===== src/shared/sdadc_pkg.sv =====
// package: register map, field layout and types of the sigma-delta converter control block
package sdadc_pkg;
	// ---------------------------------------------
	// register offsets
	// ---------------------------------------------
	localparam logic [7:0] ADDR_RESULT_HIGH   = 8'h3a;
	localparam logic [7:0] ADDR_RESULT_MIDDLE = 8'h3b;
	localparam logic [7:0] ADDR_RESULT_LOW    = 8'h3c;
	localparam logic [7:0] ADDR_CTRL_ENABLE   = 8'h3d;
	localparam logic [7:0] ADDR_CTRL_GAIN     = 8'h3e;
	localparam logic [7:0] ADDR_CTRL_BIAS     = 8'h3f;
	localparam logic [7:0] ADDR_CTRL_INPUT    = 8'h40;
	localparam logic [7:0] ADDR_CTRL_REF      = 8'h41;
	localparam logic [7:0] ADDR_CTRL_SWITCH   = 8'h42;
	localparam logic [7:0] ADDR_PULLDOWN_A    = 8'h47;
	localparam logic [7:0] ADDR_PULLDOWN_B    = 8'h48;
	// ---------------------------------------------
	// reset values and masks
	// ---------------------------------------------
	localparam logic [7:0] RST_ZERO        = 8'h00;
	localparam logic [7:0] RST_CTRL_REF    = 8'h20;
	localparam logic [7:0] MASK_HIGH       = 8'h3f;
	localparam logic [7:0] MASK_ENABLE     = 8'h9e;
	localparam logic [7:0] MASK_GAIN       = 8'h27;
	localparam logic [7:0] MASK_BIAS       = 8'h7f;
	localparam logic [7:0] MASK_SWITCH     = 8'hfb;
	localparam logic [7:0] MASK_PULLDOWN_A = 8'hc0;
	localparam logic [7:0] MASK_PULLDOWN_B = 8'h03;
	// ---------------------------------------------
	// field positions
	// ---------------------------------------------
	localparam int BIT_CONV_ENABLE  = 7;
	localparam int BIT_DEC_RESET    = 0;
	localparam int RATIO_LSB        = 1;
	localparam int RATIO_W          = 4;
	localparam logic [3:0] RATIO_MAX_CODE = 4'ha;
	localparam logic [3:0] RATIO_MIN_CODE = 4'h1;
	// ratio 32768 = 2^15, code 1010 gives 2^6
	localparam int RATIO_LOG_TOP    = 15;
	localparam int RATIO_LOG_W      = 4;
	localparam logic [3:0] RATIO_LOG_TOP_V = 4'hf;
	localparam int RESULT_W         = 24;
	localparam int ACC_W            = 2 * RATIO_LOG_TOP + 2;
	localparam int BIT_SENSOR_EN    = 1;
	localparam int BIT_SENSOR_SWAP  = 0;

	// ---------------------------------------------
	// analog control word driven to the converter
	// ---------------------------------------------
	typedef struct packed {
		logic       converter_enable;
		logic       reference_scale;
		logic [2:0] input_gain_select;
		logic [2:0] bias_level_select;
		logic [3:0] input_offset_select;
		logic [3:0] positive_input_select;
		logic [3:0] negative_input_select;
		logic [1:0] reference_high_select;
		logic [1:0] reference_low_select;
		logic [1:0] input_swap_select;
		logic       reference_short;
		logic       input_short;
		logic       common_mode_enable;
		logic       low_source_buffer_enable;
		logic       common_mode_level_select;
		logic       regulator_pulldown_switch;
		logic       channel_bias_enable;
		logic       temp_sensor_enable;
		logic       sensor_polarity_swap;
		logic [1:0] pin3_pulldown_select;
		logic [1:0] pin5_pulldown_select;
	} sdadc_analog_t;

	typedef struct packed {
		logic [7:0] addr;
		logic [7:0] wdata;
		logic       wr;
		logic       rd;
	} sdadc_bus_req_t;
endpackage


===== src/hw/sdadc_comb.sv =====
// second-order comb decimator fed by the one-bit modulator stream
`timescale 1ns/10ps
module sdadc_comb #(
	parameter int ACC_W = 32
) (
	// clock and reset
	input  wire logic             core_clk_i,
	input  wire logic             rst_i,
	// control
	input  wire logic             clear_i,
	input  wire logic             run_i,
	input  wire logic             sample_en_i,
	input  wire logic             bit_i,
	input  wire logic             dump_i,
	// result
	output logic [ACC_W-1:0]      diff_o,
	output logic                  valid_o
);
	initial
	begin
		if (ACC_W < 4)
			$error("comb accumulator too narrow");
	end

	typedef struct packed {
		logic [ACC_W-1:0] int1;
		logic [ACC_W-1:0] int2;
		logic [ACC_W-1:0] last;
		logic [ACC_W-1:0] prev_diff;
		logic [ACC_W-1:0] diff;
		logic             valid;
	} sdadc_comb_st_t;

	sdadc_comb_st_t st;
	sdadc_comb_st_t next_st;
	logic [ACC_W-1:0] in_val;
	logic [ACC_W-1:0] d1;

	// ---------------------------------------------
	// integrators at sample rate, combs at output rate
	// ---------------------------------------------
	always_comb
	begin
		next_st = st;
		next_st.valid = 1'b0;
		in_val = bit_i ? ACC_W'(1) : ACC_W'(-1);
		d1 = st.int2 - st.last;
		if (clear_i || !run_i)
			next_st = '0;
		else if (sample_en_i)
		begin
			next_st.int1 = st.int1 + in_val;
			next_st.int2 = st.int2 + st.int1;
			if (dump_i)
			begin
				next_st.last = st.int2;
				next_st.prev_diff = d1;
				next_st.diff = d1 - st.prev_diff;
				next_st.valid = 1'b1;
			end
		end
	end

	always_ff @(posedge core_clk_i)
	begin
		if (rst_i)
			st <= '0;
		else
			st <= next_st;
	end

	assign diff_o  = st.diff;
	assign valid_o = st.valid;
endmodule


===== src/hw/sdadc_ctrl.sv =====
// sigma-delta converter control and result registers with decimation sequencing
//
// Overview of operation
// RQ1 - sensor needs both converter enable and sensor enable set by software.
// RQ2 - first sensor reading: both selectors 0010, polarity swap clear.
// RQ3 - second sensor reading: both selectors 0011, polarity swap set.
// RQ4 - software averages the two chopped readings to cancel sensor offset.
// RQ5 - ratio field bits 4..1: 0000/0001 32768, halving to 64 at 1010, above 32768.
// RQ6 - writing one to bit 0 resets modulator and decimator at the write.
// RQ7 - gain register bit 5 selects reference scaling unity or half.
// RQ8 - gain field codes 000..110 give x1/4..x16; 111 reserved.
// RQ9 - bias field bits 6..4 select 0.20 to 0.55 of supply.
// RQ10 - offset field, bit 3 sign, paired magnitudes of reference difference.
// RQ11 - positive input selector codes route sensors, pins, supply, bias, ground.
// RQ12 - negative input selector codes route ground, sensors, pins, 1.2 V, bias.
// RQ13 - two-bit high and low reference selectors pick their sources.
// RQ14 - two-bit swap field routes or swaps inputs to modulator high and low.
// RQ15 - routing register bit 0 shorts inputs, bit 1 shorts references.
// RQ16 - switch register bit 7 common-mode on, bit 6 1.2 V buffer on.
// RQ17 - switch register bit 5 common-mode level: half supply or 1.2 V.
// RQ18 - software sets bit 4 pull-down when using regulator or half-supply reference.
// RQ19 - switch register bit 3 connects bias to the input channel.
// RQ20 - switch register bit 0 reverses sensor polarity, bit 1 powers sensor.
// RQ21 - result in three byte registers; high byte holds only six bits.
// RQ22 - pull-down registers: bits 7..6 pin 3, bits 1..0 other pin.
// RQ23 - result is 24-bit two's complement with two low bits zero.
// RQ24 - one new result per decimation period of the sampling clock.
// RQ25 - all three result bytes update together from one conversion.
// RQ26 - reset bit reads zero after reset; conversion restarts fresh period.
`timescale 1ns/10ps
module sdadc_ctrl #(
	parameter int SAMPLE_DIV = 40
) (
	// clock and reset
	input  wire logic                  core_clk_i,
	input  wire logic                  rst_i,
	// register port
	input  wire logic [7:0]            reg_addr_i,
	input  wire logic [7:0]            reg_wdata_i,
	input  wire logic                  reg_wr_i,
	input  wire logic                  reg_rd_i,
	output logic [7:0]                 reg_rdata_o,
	// modulator
	input  wire logic                  mod_bit_i,
	output logic                       mod_reset_o,
	output logic                       sample_en_o,
	// analog settings
	output sdadc_pkg::sdadc_analog_t   analog_o
);
	initial
	begin
		if (SAMPLE_DIV < 2 || SAMPLE_DIV > 255)
			$error("sample divider out of range");
	end

	typedef struct packed {
		logic [7:0]  r_enable;
		logic [7:0]  r_gain;
		logic [7:0]  r_bias;
		logic [7:0]  r_input;
		logic [7:0]  r_ref;
		logic [7:0]  r_switch;
		logic [7:0]  r_pd_a;
		logic [7:0]  r_pd_b;
		logic [23:0] result;
		logic [7:0]  rdata;
		logic [7:0]  div_cnt;
		logic        sample_en;
		logic [14:0] period_cnt;
		logic        dump;
		logic        clear;
		logic        sensor_on;
	} sdadc_st_t;

	sdadc_st_t st;
	sdadc_st_t next_st;

	logic [sdadc_pkg::ACC_W-1:0] comb_diff;
	logic                        comb_valid;
	logic [3:0]                  ratio_code;
	logic [3:0]                  ratio_log;
	logic [14:0]                 period_last;
	logic [sdadc_pkg::ACC_W-1:0] scaled;
	logic                        run;

	// ---------------------------------------------
	// decimation ratio decode
	// ---------------------------------------------
	assign ratio_code = st.r_enable[sdadc_pkg::RATIO_LSB +: sdadc_pkg::RATIO_W];
	always_comb
	begin
		// codes 0000/0001 and above 1010 fall back to 32768 [RQ5]
		if (ratio_code <= sdadc_pkg::RATIO_MIN_CODE || ratio_code > sdadc_pkg::RATIO_MAX_CODE)
			ratio_log = sdadc_pkg::RATIO_LOG_TOP_V;
		else
			ratio_log = sdadc_pkg::RATIO_LOG_TOP_V - (ratio_code - sdadc_pkg::RATIO_MIN_CODE);
	end
	assign period_last = 15'((32'd1 << ratio_log) - 32'd1); // [RQ5]
	assign run = st.r_enable[sdadc_pkg::BIT_CONV_ENABLE];

	sdadc_comb #(
		.ACC_W       (sdadc_pkg::ACC_W)
	) u_comb (
		.core_clk_i  (core_clk_i),
		.rst_i       (rst_i),
		.clear_i     (st.clear),
		.run_i       (run),
		.sample_en_i (st.sample_en),
		.bit_i       (mod_bit_i),
		.dump_i      (st.dump),
		.diff_o      (comb_diff),
		.valid_o     (comb_valid)
	);

	// full scale of a second-order comb is 2*ratio^2; align to 24 bits
	assign scaled = $signed(comb_diff) <<< (2 * (sdadc_pkg::RATIO_LOG_TOP - 32'(ratio_log)));

	// ---------------------------------------------
	// next state
	// ---------------------------------------------
	always_comb
	begin
		next_st = st;
		next_st.clear = 1'b0;
		next_st.sample_en = 1'b0;
		next_st.dump = 1'b0;
		next_st.rdata = sdadc_pkg::RST_ZERO;
		// sample rate enable
		if (st.div_cnt == 8'(SAMPLE_DIV - 1))
		begin
			next_st.div_cnt = 8'h00;
			next_st.sample_en = run;
		end
		else
			next_st.div_cnt = st.div_cnt + 8'h01;
		// period counter, one dump per ratio samples [RQ24]
		if (st.clear || !run)
			next_st.period_cnt = 15'h0000;
		else if (st.sample_en)
		begin
			if (st.period_cnt >= period_last)
				next_st.period_cnt = 15'h0000;
			else
				next_st.period_cnt = st.period_cnt + 15'h0001;
		end
		if (!st.clear && run && st.div_cnt == 8'(SAMPLE_DIV - 1) && st.period_cnt >= period_last)
			next_st.dump = 1'b1;
		// whole 24-bit word in one cycle, low two bits zero [RQ25] [RQ23]
		if (comb_valid && !st.clear)
			next_st.result = {scaled[sdadc_pkg::ACC_W-1 -: 22], 2'b00};
		// register writes
		if (reg_wr_i)
		begin
			unique case (reg_addr_i)
				sdadc_pkg::ADDR_CTRL_ENABLE:
				begin
					// reset bit is a write action, never stored [RQ6] [RQ26]
					next_st.r_enable = reg_wdata_i & sdadc_pkg::MASK_ENABLE;
					next_st.clear = reg_wdata_i[sdadc_pkg::BIT_DEC_RESET];
				end
				sdadc_pkg::ADDR_CTRL_GAIN:   next_st.r_gain = reg_wdata_i & sdadc_pkg::MASK_GAIN;
				sdadc_pkg::ADDR_CTRL_BIAS:   next_st.r_bias = reg_wdata_i & sdadc_pkg::MASK_BIAS;
				sdadc_pkg::ADDR_CTRL_INPUT:  next_st.r_input = reg_wdata_i;
				sdadc_pkg::ADDR_CTRL_REF:    next_st.r_ref = reg_wdata_i;
				sdadc_pkg::ADDR_CTRL_SWITCH: next_st.r_switch = reg_wdata_i & sdadc_pkg::MASK_SWITCH;
				sdadc_pkg::ADDR_PULLDOWN_A:  next_st.r_pd_a = reg_wdata_i & sdadc_pkg::MASK_PULLDOWN_A;
				sdadc_pkg::ADDR_PULLDOWN_B:  next_st.r_pd_b = reg_wdata_i & sdadc_pkg::MASK_PULLDOWN_B;
				default:
				begin
				end
			endcase
		end
		// a fresh period after a reset write [RQ26]
		if (next_st.clear)
		begin
			next_st.period_cnt = 15'h0000;
			next_st.dump = 1'b0;
		end
		// sensor power is sensor enable gated by converter enable, kept in a flop [RQ1] [RQ20]
		next_st.sensor_on = next_st.r_switch[sdadc_pkg::BIT_SENSOR_EN]
			& next_st.r_enable[sdadc_pkg::BIT_CONV_ENABLE];
		// register reads, data in the next cycle
		if (reg_rd_i)
		begin
			unique case (reg_addr_i)
				sdadc_pkg::ADDR_RESULT_HIGH:   next_st.rdata = st.result[23:16] & sdadc_pkg::MASK_HIGH; // [RQ21]
				sdadc_pkg::ADDR_RESULT_MIDDLE: next_st.rdata = st.result[15:8];
				sdadc_pkg::ADDR_RESULT_LOW:    next_st.rdata = st.result[7:0];
				sdadc_pkg::ADDR_CTRL_ENABLE:   next_st.rdata = st.r_enable;
				sdadc_pkg::ADDR_CTRL_GAIN:     next_st.rdata = st.r_gain;
				sdadc_pkg::ADDR_CTRL_BIAS:     next_st.rdata = st.r_bias;
				sdadc_pkg::ADDR_CTRL_INPUT:    next_st.rdata = st.r_input;
				sdadc_pkg::ADDR_CTRL_REF:      next_st.rdata = st.r_ref;
				sdadc_pkg::ADDR_CTRL_SWITCH:   next_st.rdata = st.r_switch;
				sdadc_pkg::ADDR_PULLDOWN_A:    next_st.rdata = st.r_pd_a;
				sdadc_pkg::ADDR_PULLDOWN_B:    next_st.rdata = st.r_pd_b;
				default:                       next_st.rdata = sdadc_pkg::RST_ZERO;
			endcase
		end
	end

	always_ff @(posedge core_clk_i)
	begin
		if (rst_i)
		begin
			st <= '0;
			st.r_ref <= sdadc_pkg::RST_CTRL_REF;
		end
		else
			st <= next_st;
	end

	// ---------------------------------------------
	// outputs, all from flip-flops
	// ---------------------------------------------
	assign reg_rdata_o = st.rdata;
	assign mod_reset_o = st.clear;      // [RQ6]
	assign sample_en_o = st.sample_en;
	always_comb
	begin
		analog_o.converter_enable          = st.r_enable[sdadc_pkg::BIT_CONV_ENABLE];
		analog_o.reference_scale           = st.r_gain[5];      // [RQ7]
		analog_o.input_gain_select         = st.r_gain[2:0];    // [RQ8]
		analog_o.bias_level_select         = st.r_bias[6:4];    // [RQ9]
		analog_o.input_offset_select       = st.r_bias[3:0];    // [RQ10]
		analog_o.positive_input_select     = st.r_input[7:4];   // [RQ11]
		analog_o.negative_input_select     = st.r_input[3:0];   // [RQ12]
		analog_o.reference_high_select     = st.r_ref[7:6];     // [RQ13]
		analog_o.reference_low_select      = st.r_ref[5:4];     // [RQ13]
		analog_o.input_swap_select         = st.r_ref[3:2];     // [RQ14]
		analog_o.reference_short           = st.r_ref[1];       // [RQ15]
		analog_o.input_short               = st.r_ref[0];       // [RQ15]
		analog_o.common_mode_enable        = st.r_switch[7];    // [RQ16]
		analog_o.low_source_buffer_enable  = st.r_switch[6];    // [RQ16]
		analog_o.common_mode_level_select  = st.r_switch[5];    // [RQ17]
		analog_o.regulator_pulldown_switch = st.r_switch[4];
		analog_o.channel_bias_enable       = st.r_switch[3];    // [RQ19]
		analog_o.temp_sensor_enable        = st.sensor_on;      // [RQ1]
		analog_o.sensor_polarity_swap      = st.r_switch[sdadc_pkg::BIT_SENSOR_SWAP]; // [RQ20]
		analog_o.pin3_pulldown_select      = st.r_pd_a[7:6];    // [RQ22]
		analog_o.pin5_pulldown_select      = st.r_pd_b[1:0];    // [RQ22]
	end
endmodule


===== config.mk =====
export PLATFORM = sky130hd
export DESIGN_NAME = sdadc_ctrl
export DESIGN_NICKNAME = d
export VERILOG_FILES = /design/src/shared/sdadc_pkg.sv /design/src/hw/sdadc_comb.sv /design/src/hw/sdadc_ctrl.sv
export SDC_FILE = /design/constraint.sdc
export NUM_CORES = 1
export LEC_CHECK = 0
export ABC_AREA = 1
export ABC_CLOCK_PERIOD_IN_PS = 3500
export BUFFER_PORTS_ARGS = -buffer_cell sky130_fd_sc_hd__buf_2
export CORE_MARGIN = 2
export CORE_UTILIZATION = 50
export DETAILED_ROUTE_END_ITERATION = 7
export PLACE_DENSITY = 0.73
export RECOVER_POWER = 50
export SYNTH_ARGS = -nofsm -noshare
export SYNTH_HDL_FRONTEND = slang
export SYNTH_SLANG_ARGS = --single-unit

===== constraint.sdc =====
create_clock -name core_clk_i -period 3.5 [get_ports core_clk_i]
set_clock_uncertainty 0.05 [all_clocks]
set_input_delay 0.175 -clock core_clk_i [delete_from_list [all_inputs] [get_ports core_clk_i]]
set_output_delay 0.175 -clock core_clk_i [all_outputs]
set_load 0.05 [all_outputs]

# [Word level (Yosys, flattened, before mapping)]
# Index checks and enable logic that the tools add are counted.
[op_classes] add_sub_neg=10 magnitude_cmp=3 n_eq_ne=12 n_shift=2 mux=17 n_bitwise=4 n_reduce_logical=24
[ops] operator="case mux 8 bit (11 select lines)" count=1
[ops] operator="adder 32 bit" count=2
[ops] operator="two-way mux 64 bit" count=1
[ops] operator="subtractor 32 bit" count=2
[ops] operator="== test 8 x 6 -> 1 bit (second input constant)" count=7
[ops] operator="== test 8 x 7 -> 1 bit (second input constant)" count=5
[ops] operator="two-way mux 8 bit" count=5
[ops] operator="two-way mux 32 bit" count=1
[ops] operator="<<< shifter 32 x 32 -> 30 bit" count=1
[ops] operator="AND reduction 2 bit" count=9
[ops] operator="adder 15 x 1 -> 15 bit (second input constant)" count=1
[ops] operator="greater-or-equal comparator 15 bit" count=1
[ops] operator="two-way mux 15 bit" count=1
[ops] operator="<< shifter 1 x 4 -> 15 bit (first input constant)" count=1
[ops] operator="subtractor 15 x 1 -> 15 bit (second input constant)" count=1
[ops] operator="OR reduction 2 bit" count=5
[ops] operator="adder 8 x 1 -> 8 bit (second input constant)" count=1
[ops] operator="two-way mux 7 bit" count=1
[ops] operator="two-way mux 6 bit" count=1
[ops] operator="OR reduction 3 bit" count=2
[ops] operator="subtractor 4 x 4 -> 5 bit (first input constant)" count=1
[ops] operator="greater-than comparator 4 bit (second input constant)" count=1
[ops] operator="less-or-equal comparator 4 x 1 -> 1 bit (second input constant)" count=1
[ops] operator="logical AND 1 bit" count=4
[ops] operator="other kinds (9)" count=16
[word_totals] reg_bits=259 inputBits=21 out_inout_bits=49 word_cells=96

# [Logic depth before layout (Yosys ltp)]
# Gate-level depths: netlist of the first run.
[depth] ltp_word=8 mapped_depth=28 ltp_nobuf=26

# [Hierarchy]
# Synthesis of the first run repeated with hierarchy kept, for this count alone.
[hier_totals] cells_unflattened=3140 hier_area_um2=20125.6
[by_module_without_submodules] mod="sdadc_comb" instances=1 cells_per_inst=2130 area_each_um2=13545.5 seq_area_each_um2=3223.1
[by_module_without_submodules] mod="sdadc_ctrl" instances=1 cells_per_inst=1010 area_each_um2=6580.1 seq_area_each_um2=1961.9

# [Worst setup path after synthesis of the first run]
# No wires, ideal clock.
[synth_timing] path_kind="reg-to-reg" startpoint="register st (netlist bit ratio_code[0])" endpoint="register st[17] (netlist name)" setup_time_ns=0.120 arrival_time_ns=3.519 t_required_ns=3.330 setup_slack_ns=-0.189 path_stages_with_launch=23 path_buffers=2 period_less_slack_ns=3.689 cell_sequence="dfxtp_1 -> inv_4 -> ha_1 -> o21ai_1 -> nand2_4 -> nor2_2 -> inv_1 -> buf_2 -> nor2_1 -> nand3_1 -> ha_1 -> nand2_2 -> nor2_2 -> nand3_1 -> nand2_1 -> ha_1 -> nand3_1 -> or4_1 -> nand3_1 -> nand2_1 -> nand2_1 -> buf_2 -> a21oi_1"
[synth_between] elab_chain_cells=7 elab_cells_between_ends=10 cone_classes="add/sub (3); order compare (3); shift (1); mux (2); reduce/logical (1)"
[synth_lines] item="start, declared" line_no="sdadc_ctrl.sv:75" rtl="sdadc_st_t st;"
[synth_lines] item="start signal, assigned" line_no="sdadc_ctrl.sv:210" rtl="st <= next_st;"
[synth_lines] item="subtractor 4 x 1 -> 4 bit (tied with other cells)" line_no="sdadc_ctrl.sv:96" rtl="ratio_log = sdadc_pkg::RATIO_LOG_TOP_V - (ratio_code - sdadc_pkg::RATIO_MIN_CODE);"
[synth_lines] item="subtractor 4 bit or logical OR 1 bit (tied branches)" line_no="sdadc_ctrl.sv:96, sdadc_ctrl.sv:93"
[synth_lines] item="two-way mux 4 bit (*)" line_no="sdadc_ctrl.sv:93" rtl="if (ratio_code <= sdadc_pkg::RATIO_MIN_CODE || ratio_code > sdadc_pkg::RATIO_MAX_CODE)"
[synth_lines] item="<< shifter 1 x 4 -> 15 bit (*)" line_no="sdadc_ctrl.sv:98" rtl="assign period_last = 15'((32'd1 << ratio_log) - 32'd1);"
[synth_lines] item="subtractor 15 x 1 -> 15 bit (*)" line_no="sdadc_ctrl.sv:98"
[synth_lines] item="greater-or-equal comparator 15 bit (*)" line_no="sdadc_ctrl.sv:141" rtl="if (st.period_cnt >= period_last)"
[synth_lines] item="two-way mux 15 bit (*)" line_no="sdadc_ctrl.sv:141"
# Every way passes the cells marked *; elsewhere a longest branch is shown, timed or not.
# A chain may end at the register's enable or synchronous reset.

# [Worst setup path in the final report of the first run]
[layout_timing] startpoint="register u_comb.st[97] (netlist name)" endpoint="register u_comb.st (netlist bit u_comb.diff_o[17])"
[layout_between] elab_chain_cells=2
[layout_lines] item="start, declared" line_no="sdadc_comb.sv:34" rtl="sdadc_comb_st_t st;"
[layout_lines] item="start signal, assigned" line_no="sdadc_comb.sv:69" rtl="st <= next_st;"
[layout_lines] item="subtractor 32 bit" line_no="sdadc_comb.sv:47" rtl="d1 = st.int2 - st.last;"
[layout_lines] item="via u_comb.d1[8]" line_no="sdadc_comb.sv:37" rtl="logic [ACC_W-1:0] d1;"
[layout_lines] item="subtractor 32 bit" line_no="sdadc_comb.sv:58" rtl="next_st.diff = d1 - st.prev_diff;"
# The timed path passes the listed nets, and every way through them passes these cells.

==> results of run 1 <==
==> cell usage after synthesis (all sizes together), types with 2 or more instances <==
cell type	number
a211oi	16
a21boi	4
a21o	19
a21oi	314
a221oi	2
a22o	2
a31o	4
a31oi	20
a32o	3
a41oi	2
buf	81
clkbuf	51
dfxtp	249
fa	4
ha	137
inv	446
nand2	560
nand3	166
nand3b	4
nand4	30
nor2	279
nor3	59
nor3b	3
nor4	10
o211ai	37
o21a	10
o21ai	261
o21bai	8
o22ai	9
or2	6
xnor2	22
xor2	65
==> worst min path at each step <==
stage | from | to | slack [ns] | cells after the start
floorplan | reg_wdata_i[5] | analog_o[16] | 0.24 | 2
global placement | st[19] | st[19] | 0.38 | 1
detailed placement | st[19] | st[19] | 0.40 | 1
CTS | reg_addr_i[2] | analog_o[3] | 0.005 | 5
global route | reg_addr_i[2] | analog_o[3] | 0.07 | 5
finish | reg_addr_i[2] | analog_o[3] | 0.04 | 5
==> power by group <==
group | leakage (nW) | internal, mW | total, mW | switching, mW
Combinational | 7.92 | 0.0592 | 0.191 | 0.132
Clock | 0.540 | 2.15 | 3.50 | 1.35
Sequential | 2.01 | 2.84 | 2.84 | 0.00303
Total | 10.5 | 5.05 | 6.53 | 1.48
==> worst max-delay path: stages (launching register included) <==
cell,delay (ns)
dfxtp_1,0.32
inv_1,0.07
ha_1,0.16
inv_2,0.05
fa_2,0.35
nand3_2,0.09
nand2_4,0.08
nand2_1,0.08
nand2_2,0.11
xor2_2,0.19
ha_1,0.45
nand2_1,0.16
o21ai_0,0.30
a21oi_1,0.15
nand2_2,0.18
a21oi_2,0.08
xnor2_1,0.27
o21ai_0,0.12
inv_1,0.08
==> flip-flops by register name, indices dropped and copies added (netlist names) <==
name	count
analog_o	39
mod_reset_o	1
ratio_code	4
reg_rdata_o	8
sample_en_o	1
st	45
u_comb.diff_o	30
u_comb.st	120
u_comb.valid_o	1
==> repair_timing <==
action,CTS,global route
endpoints found under the setup margin,10,34
resized for setup,11,216
setup buffers,1,18
pin swaps,4,48
cloned,0,1
endpoints found under the hold margin,48,0
hold buffers,13,0
==> per-stage QoR <==
stage	setup WS, ns	hold slack (ns)	power, mW	util [%]
6_report	0.1115	0.03762	6.533	60.52
5_1_grt	-0.1454	0.07485	6.725	60.52
4_1_cts	0.007520	0.005402	6.580	57.63
3_5_place_dp	-0.1243	0.4001	3.078	54.11
3_3_place_gp	-0.08376	0.3817	3.075	54.11
2_1_floorplan	0.01084	0.2382	3.018	-
==> area by class of cell <==
type                    instances  share of cell area, %
inverters                     447                  7.646
well taps                     468                  2.643
clock buffers                  37                  3.778
flip-flops and latches        249                  22.54
clock inverters                18                  1.271
multi-input cells            2062                  54.99
repair buffers                228                  7.138
==> cell families after synthesis <==
family                   synth area share, %
buffers and inverters                  12.97
XOR/XNOR                               4.194
AND/OR/NAND/NOR                        25.43
adder cells (fa/ha/maj)                9.639
AO/OA/AOI/OAI                          20.99
flip-flops                             26.78
==> per-layer routing <==
| metal | GRT usage (%) | wire length [um] | vias to the layer above |
|---|---|---|---|
| met1 | 39.33 | 26530 | 9128 |
| met2 | 51.96 | 28890 | 606 |
| li1 | - | - | 9746 |
| met4 | 9.468 | 1875 | 0 |
| met5 | 0 | 0 | - |
| met3 | 2.858 | 3043 | 108 |
==> flow_metrics.env, run 1 <==
export IMPL_multi_input_area_um2=12180
export IMPL_die_h_um=196.9
export IMPL_ys_seq_area_share_pct=26.78
export IMPL_fin_crit_sh_pct=96.81
export IMPL_final_common_cell="nand2_1"
export IMPL_fmax_mhz=295.1
export IMPL_synth_area_leaders="dfxtp_1 (27%), nand2_1 (11%), ha_1 (9.2%)"
export IMPL_synth_fp_nets=3052
export IMPL_setup_viol_count_final=0
export IMPL_die_x_um=196.9
export IMPL_hold_class="in2reg"
export IMPL_seq_area_um2=4994
export IMPL_cts_max_level=1
export IMPL_irDropWorstVdd_mv=0.3478
export IMPL_pin_count=70
export IMPL_reg2reg_from="u_comb.st[97]"
export IMPL_initial_core_util_pct=50.84
export IMPL_reg2reg_depth=18
export IMPL_slew_viol_final=0
export IMPL_cap_violations=0
export IMPL_core_um2=36610
export IMPL_cts_made_buffers=30
export IMPL_clock_latency_ns=0.58
export IMPL_drt_iter0_markers=1405
export IMPL_power_density_nw_per_um2=294.8
export IMPL_via_per_inst=5.582
export IMPL_cp_endpoint="u_comb.diff_o[17]"
export IMPL_grt_pass1_wl_mm=94.12
export IMPL_synth_seq_cells=249
export IMPL_antenna_found_initial=0
export IMPL_crit_fanout=5
export IMPL_synth_cell_type_count=58
export IMPL_cts_sinks=249
export IMPL_post_route_min_period_ns=3.388
export IMPL_drt_wl_total_mm=60.34
export IMPL_worst_pin_slew_ns=0.9575
export IMPL_crit_path_start_kind="register"
export IMPL_die_area_um2=38790
export IMPL_end_kind="register"
export IMPL_dp_hpwl_mm=45.78
export IMPL_yosysWarnings=0
export IMPL_finalInstanceArea_um2=22160
export IMPL_hold_viol=0
export IMPL_rsz0062_at_grt="true"
export IMPL_grt_usage_pct=29.99
export IMPL_gp_congestion=0.9524
export IMPL_max_slew_margin_pct=36.17
export IMPL_wire_per_inst_um=17.19
export IMPL_ys_flop_type="dfxtp_1"
export IMPL_synth_edf_count=0
export IMPL_diodes=0
export IMPL_syn_inst=2890
export IMPL_post_layout_nonfiller_instances=3509
export IMPL_synth_area_per_cell_um2=6.441
export IMPL_cts_tree="yes"
export IMPL_clk_pin_slew_worst_paths_ns=0.06
export IMPL_netlist_area_um2=18610
export IMPL_status="completed"
export IMPL_dr_pass1_iters=6
export IMPL_cts_buffer_depth=3
export IMPL_grt_max_degree=95
export IMPL_fillCellCount=3578
export IMPL_grt_overflow_total=0
export IMPL_drc_errors=0
export IMPL_port_buffers=69
export IMPL_cts_root_buf="clkbuf_16"
export IMPL_dr_total_vias=19590
export IMPL_place_area_um2=19810
export IMPL_placed_cells=3422
export IMPL_drive_gt1_share_pct=13.88
export IMPL_critical_path_class="reg2reg"
export IMPL_yosysTopAreaCell="dfxtp_1"
export IMPL_r2r_slack_ns=0.11
export IMPL_area_delta_synth_final_pct=19.04
export IMPL_worstReg2RegEnd="u_comb.diff_o[17]"
export IMPL_synth_top_area_share_pct=26.78
export IMPL_leakagePower_nw=10.47
export IMPL_synthArstFlopShare_pct=0
export IMPL_required_ns=3.96
export IMPL_grt_pass1_vias=18220
export IMPL_most_common_layout_cells="nand2_1 (528), inv_1 (434), a21oi_1 (281)"
export IMPL_fin_tns_setup_ns=0
export IMPL_nNetsFinal=3180
export IMPL_detail_route_antenna_nets=0
export IMPL_crit_start="u_comb.st[97]"
export IMPL_num_rows=70
export IMPL_cp_arrival_ns=3.85
(Power assumes the default switching activity.)
==> inputs of run 2 (changes only) <==
--- a/config.mk
+++ b/config.mk
@@ -5,7 +5,6 @@
 export SDC_FILE = /design/constraint.sdc
 export NUM_CORES = 1
 export LEC_CHECK = 0
-export ABC_AREA = 1
 export ABC_CLOCK_PERIOD_IN_PS = 3500
 export BUFFER_PORTS_ARGS = -buffer_cell sky130_fd_sc_hd__buf_2
 export CORE_MARGIN = 2
==> run 2 against run 1 <==
  * The run now ends with setup timing left
  * Synthesized cell count decreased by 26%
  * Fmax decreased by 23%
  * Critical path depth increased by 7
  * Wire length decreased by 26%
  * Non-clock buffer count increased by 101
==> flow_metrics.env, run 2 <==
export IMPL_dr_total_vias=16010
export IMPL_required_ns=3.94
export IMPL_hold_class="in2reg"
export IMPL_nNetsFinal=2517
export IMPL_synth_cell_type_count=86
export IMPL_dp_hpwl_mm=31.14
export IMPL_grt_pass1_vias=15610
export IMPL_slowest_stage="a221o_1"
export IMPL_cts_max_level=1
export IMPL_cts_made_buffers=29
export IMPL_end_kind="register"
export IMPL_largest_register="u_comb.st"
export IMPL_gp_congestion=0.8991
export IMPL_largest_reg_flops=120
export IMPL_max_stage_delay_ns=0.38
export IMPL_die_x_um=187.3
export IMPL_drt_wl_total_mm=44.48
export IMPL_synth_edf_count=0
export IMPL_grt_pass1_wl_mm=73.37
export IMPL_die_area_um2=35080
export IMPL_slew_viol_final=0
export IMPL_power_mw=6.477
export IMPL_num_rows=67
export IMPL_synth_area_leaders="dfxtp_1 (30%), ha_1 (10%), a21oi_1 (6.9%)"
export IMPL_setup_slack_ns=-0.9054
export IMPL_cts_buffer_depth=3
export IMPL_synth_fp_nets=2302
export IMPL_synth_area_per_cell_um2=7.849
export IMPL_port_buffers=69
export IMPL_finalInstanceArea_um2=20790
export IMPL_critical_path_class="reg2reg"
export IMPL_die_h_um=187.3
export IMPL_most_common_layout_cells="nand2_1 (248), dfxtp_1 (239), buf_4 (226)"
export IMPL_synthArstFlopShare_pct=0
export IMPL_hold_viol=0
export IMPL_ys_flop_type="dfxtp_1"
export IMPL_crit_path_start_kind="register"
export IMPL_drive_gt1_share_pct=20.56
export IMPL_crit_start="u_comb.st[97]"
export IMPL_cts_root_buf="clkbuf_16"
export IMPL_worst_pin_slew_ns=1.050
export IMPL_wire_per_inst_um=15.74
export IMPL_cap_violations=0
export IMPL_clk_pin_slew_worst_paths_ns=0.07
export IMPL_antenna_found_initial=0
export IMPL_rsz0062_at_grt="true"
export IMPL_worstHoldStart="rst_i"
export IMPL_diodes=0
export IMPL_whs_ns=0.05671
export IMPL_post_route_min_period_ns=4.405
export IMPL_ys_top_cells_by_count="nand2_1 (256), dfxtp_1 (249), a21oi_1 (233), nor2_1 (221), ha_1 (137)"
export IMPL_initial_core_util_pct=50.47
export IMPL_grt_usage_pct=24.44
export IMPL_place_area_um2=18780
export IMPL_synth_most_common_cell="nand2_1"
export IMPL_cts_tree="yes"
export IMPL_setup_viol_count_final=38
export IMPL_fmax_mhz=227.0
export IMPL_core_um2=33280
export IMPL_netlist_area_um2=16800
export IMPL_synth_seq_cells=249
export IMPL_grt_overflow_total=0
export IMPL_leakagePower_nw=8.456
export IMPL_max_slew_margin_pct=29.90
export IMPL_final_core_util_pct=62.47
export IMPL_grt_max_degree=71
export IMPL_drt_iter0_markers=942
export IMPL_yosysWarnings=0
export IMPL_clock_latency_ns=0.56
export IMPL_syn_inst=2140
export IMPL_pin_count=70
export IMPL_cts_sinks=249
export IMPL_cp_arrival_ns=4.85
export IMPL_fin_crit_sh_pct=125.9
export IMPL_synth_top_area_share_pct=29.68
export IMPL_final_common_cell="nand2_1"
export IMPL_ys_seq_area_share_pct=29.68
export IMPL_via_per_inst=5.664
export IMPL_area_delta_synth_final_pct=23.77
export IMPL_failed_checks="setup timing"
export IMPL_dr_pass1_iters=6
export IMPL_reg2reg_from="u_comb.st[97]"
export IMPL_status="complete, but fails checks"
export IMPL_post_layout_nonfiller_instances=2826
export IMPL_placed_cells=2723
export IMPL_crit_fanout=3
export IMPL_drc_errors=0
export IMPL_yosysTopAreaCell="dfxtp_1"
export IMPL_detail_route_antenna_nets=0
export IMPL_irDropWorstVdd_mv=0.3163
export IMPL_power_density_nw_per_um2=311.6
## run 2: cell types whose count changed after synthesis, sizes merged, moves of 25 or more
cell    previous run  this run
inv              446       106
nand2            560       256
o21ai            261        74
nand3            166        63
mux2i              0        93
a21oi            314       237
nor2             279       222
xnor2             22        76
a21o              19        58
o211ai            37         7
clkbuf            51        77
xor2              65        40
## run 2: logic make-up after synthesis
family	synth area share (%)
buffers and inverters	6.749
XOR/XNOR	6.048
flip-flops	29.68
adder cells (fa/ha/maj)	10.74
AO/OA/AOI/OAI	21.43
multiplexers	6.480
AND/OR/NAND/NOR	18.88
## run 2: final timing paths
kind | end | slack (ns) | cells after the start
hold reg to reg | u_comb.st[67] | 0.40 | 2
hold / removal | sample_en_o | 0.06 | 3
setup / recovery | u_comb.diff_o[25] | -0.91 | 25
setup reg to reg | u_comb.diff_o[25] | -0.91 | 25
## run 2: timing repair
item,in CTS,in global routing
endpoints found under the hold margin,44,0
hold buffers,9,0
gates cloned,1,0
endpoints found under the setup margin,37,49
resized for setup,60,75
setup buffers,28,15
pin swaps,74,62
## run 2: area by class of cell
cell class / instances / area (um^2)
Clock buffer: 36 / 822.0
Clock inverter: 18 / 289.0
Fill cell: 2861 / 12490
Inverter: 106 / 407.9
Multi-Input combinational cell: 1640 / 11350
Sequential cell: 249 / 5005
Tap cell: 448 / 560.5
Timing Repair Buffer: 329 / 2355
## run 2: worst max-delay path, delay by kind of cell (launching register included)
family | cells | cell delay [ns]
AO/OA/AOI/OAI | 10 | 1.78
XOR/XNOR | 2 | 0.20
adder cells (fa/ha/maj) | 3 | 0.80
buffers and inverters | 4 | 0.33
flip-flops | 1 | 0.32
AND/OR/NAND/NOR | 6 | 0.87
## run 2: report_power, final
part           internal [mW]  leakage, nW  switching (mW)
combinational         0.0602         5.90           0.105
sequential              2.83         2.01         0.00312
clock                   2.18        0.544            1.29
total                   5.08         8.46            1.40
## run 2: per-layer routing
layer	up-vias	global-route usage [%]	routed length [um]
met5	-	0	0
met4	0	8.700	1556
met3	125	2.683	1809
met2	395	44.62	22010
met1	7529	29.60	19110
li1	7957	-	-
## run 2: through the flow
step,setup slack [ns],setup TNS [ns]
finish,-0.9054,-24.78
global route,-1.154,-33.64
CTS,-0.9647,-22.59
global placement,-0.8900,-20.14
detailed placement,-0.9366,-23.28
floorplan,-0.9004,-18.69
==> inputs of run 3 (changes only) <==
--- a/config.mk
+++ b/config.mk
@@ -12,6 +12,7 @@
 export DETAILED_ROUTE_END_ITERATION = 7
 export PLACE_DENSITY = 0.73
 export RECOVER_POWER = 50
+export REMOVE_ABC_BUFFERS = 1
 export SYNTH_ARGS = -nofsm -noshare
 export SYNTH_HDL_FRONTEND = slang
 export SYNTH_SLANG_ARGS = --single-unit
==> run 3 against run 2 <==
  * Setup slack got worse by 0.23 ns
  * Critical path depth unchanged
  * The flow finishes with violations (capacitance limit, slew limit, setup timing)
  * Largest power group unchanged
  * Final cell count decreased by 0.11%
  * Fmax fell by 5.0%
==> flow_metrics.env, run 3 (same netlist as run 2, synthesis figures left out) <==
export IMPL_status="complete, but fails checks"
export IMPL_failed_checks="capacitance limit, slew limit, setup timing"
export IMPL_cts_root_buf="clkbuf_16"
export IMPL_placed_cells=2717
export IMPL_core_um2=33280
export IMPL_fin_crit_sh_pct=132.4
export IMPL_clk_pin_slew_worst_paths_ns=0.06
export IMPL_drive_gt1_share_pct=20.51
export IMPL_reg2reg_from="u_comb.st[65]"
export IMPL_finalInstanceArea_um2=20780
export IMPL_post_route_min_period_ns=4.635
export IMPL_gp_congestion=0.8977
export IMPL_nNetsFinal=2517
export IMPL_detail_route_antenna_nets=0
export IMPL_post_layout_nonfiller_instances=2823
export IMPL_area_delta_synth_final_pct=23.73
export IMPL_power_mw=5.970
export IMPL_most_common_layout_cells="nand2_1 (250), dfxtp_1 (244), buf_4 (230)"
export IMPL_worst_pin_slew_ns=1.938
export IMPL_worstReg2RegEnd="u_comb.diff_o[29]"
export IMPL_setup_slack_ns=-1.135
export IMPL_cts_buffer_depth=3
export IMPL_largest_reg_flops=120
export IMPL_hold_class="in2reg"
export IMPL_rsz0062_at_grt="true"
export IMPL_final_common_cell="nand2_1"
export IMPL_crit_path_start_kind="register"
export IMPL_power_density_nw_per_um2=287.2
export IMPL_r2r_slack_ns=-1.14
export IMPL_dp_hpwl_mm=30.57
export IMPL_grt_max_degree=77
export IMPL_fillCellCount=2810
export IMPL_place_area_um2=18570
export IMPL_whs_ns=0.06303
export IMPL_die_h_um=187.3
export IMPL_die_x_um=187.3
export IMPL_largest_register="u_comb.st"
export IMPL_die_area_um2=35080
export IMPL_drt_iter0_markers=860
export IMPL_leakagePower_nw=8.440
export IMPL_grt_pass1_wl_mm=72.68
export IMPL_dr_total_vias=15850
export IMPL_grt_pass1_vias=15680
export IMPL_cts_max_level=1
export IMPL_initial_core_util_pct=50.47
export IMPL_reg2reg_depth=25
export IMPL_wire_per_inst_um=15.88
export IMPL_drc_errors=0
export IMPL_irDropWorstVdd_mv=0.3042
export IMPL_drt_wl_total_mm=44.83
export IMPL_final_core_util_pct=62.45
export IMPL_slew_viol_final=87
export IMPL_hold_viol=0
export IMPL_multi_input_area_um2=11560
export IMPL_dr_pass1_iters=7
export IMPL_grt_usage_pct=24.11
export IMPL_pin_count=70
export IMPL_crit_fanout=3
export IMPL_setup_viol_count_final=36
export IMPL_seq_area_um2=4996
export IMPL_antenna_found_initial=0
export IMPL_critical_path_class="reg2reg"
export IMPL_required_ns=3.91
export IMPL_end_kind="register"
export IMPL_grt_overflow_total=0
export IMPL_max_slew_margin_pct=-29.22
export IMPL_crit_start="u_comb.st[65]"
export IMPL_via_per_inst=5.613
export IMPL_clock_latency_ns=0.57
export IMPL_cts_tree="yes"
export IMPL_fmax_mhz=215.7
export IMPL_port_buffers=69
export IMPL_num_rows=67
export IMPL_cts_made_buffers=28
export IMPL_cp_arrival_ns=5.04
export IMPL_cap_violations=2
export IMPL_cts_sinks=249
export IMPL_cp_endpoint="u_comb.diff_o[29]"
export IMPL_diodes=0
-- run 3: cell count changes in the layout (fill, tap and decap cells not counted), moves of 5 or more --
cell and change:
a21oi_4 +6, buf_6 -6, clkbuf_1 +9, dfxtp_1 +5
nand2_2 -6
-- run 3: critical path, stage by stage, from the launching register on --
cell     delay, ns
dfxtp_2       0.36
ha_4          0.14
inv_2         0.03
fa_2          0.33
a21o_1        0.17
a21oi_2       0.17
nor4_2        0.07
nor2_1        0.20
buf_4         0.16
a31oi_4       0.07
a221o_1       0.37
a41oi_2       0.23
o21ai_2       0.09
a31oi_1       0.20
and2_1        0.16
xnor2_1       0.11
ha_1          0.28
nand2_1       0.12
a21oi_1       0.06
or3b_4        0.38
and4_4        0.17
o31ai_4       0.07
a21oi_2       0.10
nor2_1        0.14
xnor2_1       0.09
a22o_1        0.18
-- run 3: per-stage QoR --
step           setup TNS (ns)  worst slack [ns]
5_1_grt                -35.06            -1.350
4_1_cts                -33.27            -1.037
2_1_floorplan         -131.44            -2.061
6_report               -26.22            -1.135
3_3_place_gp           -28.87            -1.215
3_5_place_dp           -31.86            -1.318
-- run 3: routing by layer --
metal	up-vias	part of all wire (%)	track usage, %
met3	110	4.3	2.908
met2	381	50	44.44
met4	0	3.8	9.310
met1	7409	42	28.42
li1	7945	-	-
met5	-	0	0
-- run 3: cell type report --
cell class	count	share of cell area (%)
sequential	249	24.04
clock buffer	38	3.696
timing repair buffer	330	11.28
tap	448	2.697
multi-input combinational	1640	55.63
inverter	106	1.938
clock inverter	12	0.7164
-- run 3: how the worst min path moves through the flow --
| stage | from | endpoint | cells past startpoint |
|---|---|---|---|
| global route | reg_wr_i | analog_o[11] | 3 |
| finish | reg_addr_i[2] | reg_rdata_o[5] | 5 |
| detailed placement | st[19] | st[19] | 1 |
| CTS | reg_addr_i[2] | reg_rdata_o[5] | 5 |
| global placement | st[19] | st[19] | 1 |
| floorplan | rst_i | analog_o[0] | 1 |
-- run 3: repair_timing --
item                                    4_1_cts  5_1_grt
resized for setup                           101      130
hold buffers                                  9        0
endpoints found under the hold margin        46        0
gates cloned                                  1        0
endpoints found under the setup margin       37       65
setup buffers                                56       23
pin swaps                                   100       95
-- run 3: power breakdown --
group | switching [mW] | total, mW | internal [mW]
clock network | 1.22 | 2.97 | 1.75
registers | 0.00292 | 2.84 | 2.84
logic | 0.103 | 0.164 | 0.0609
total | 1.32 | 5.97 | 4.65
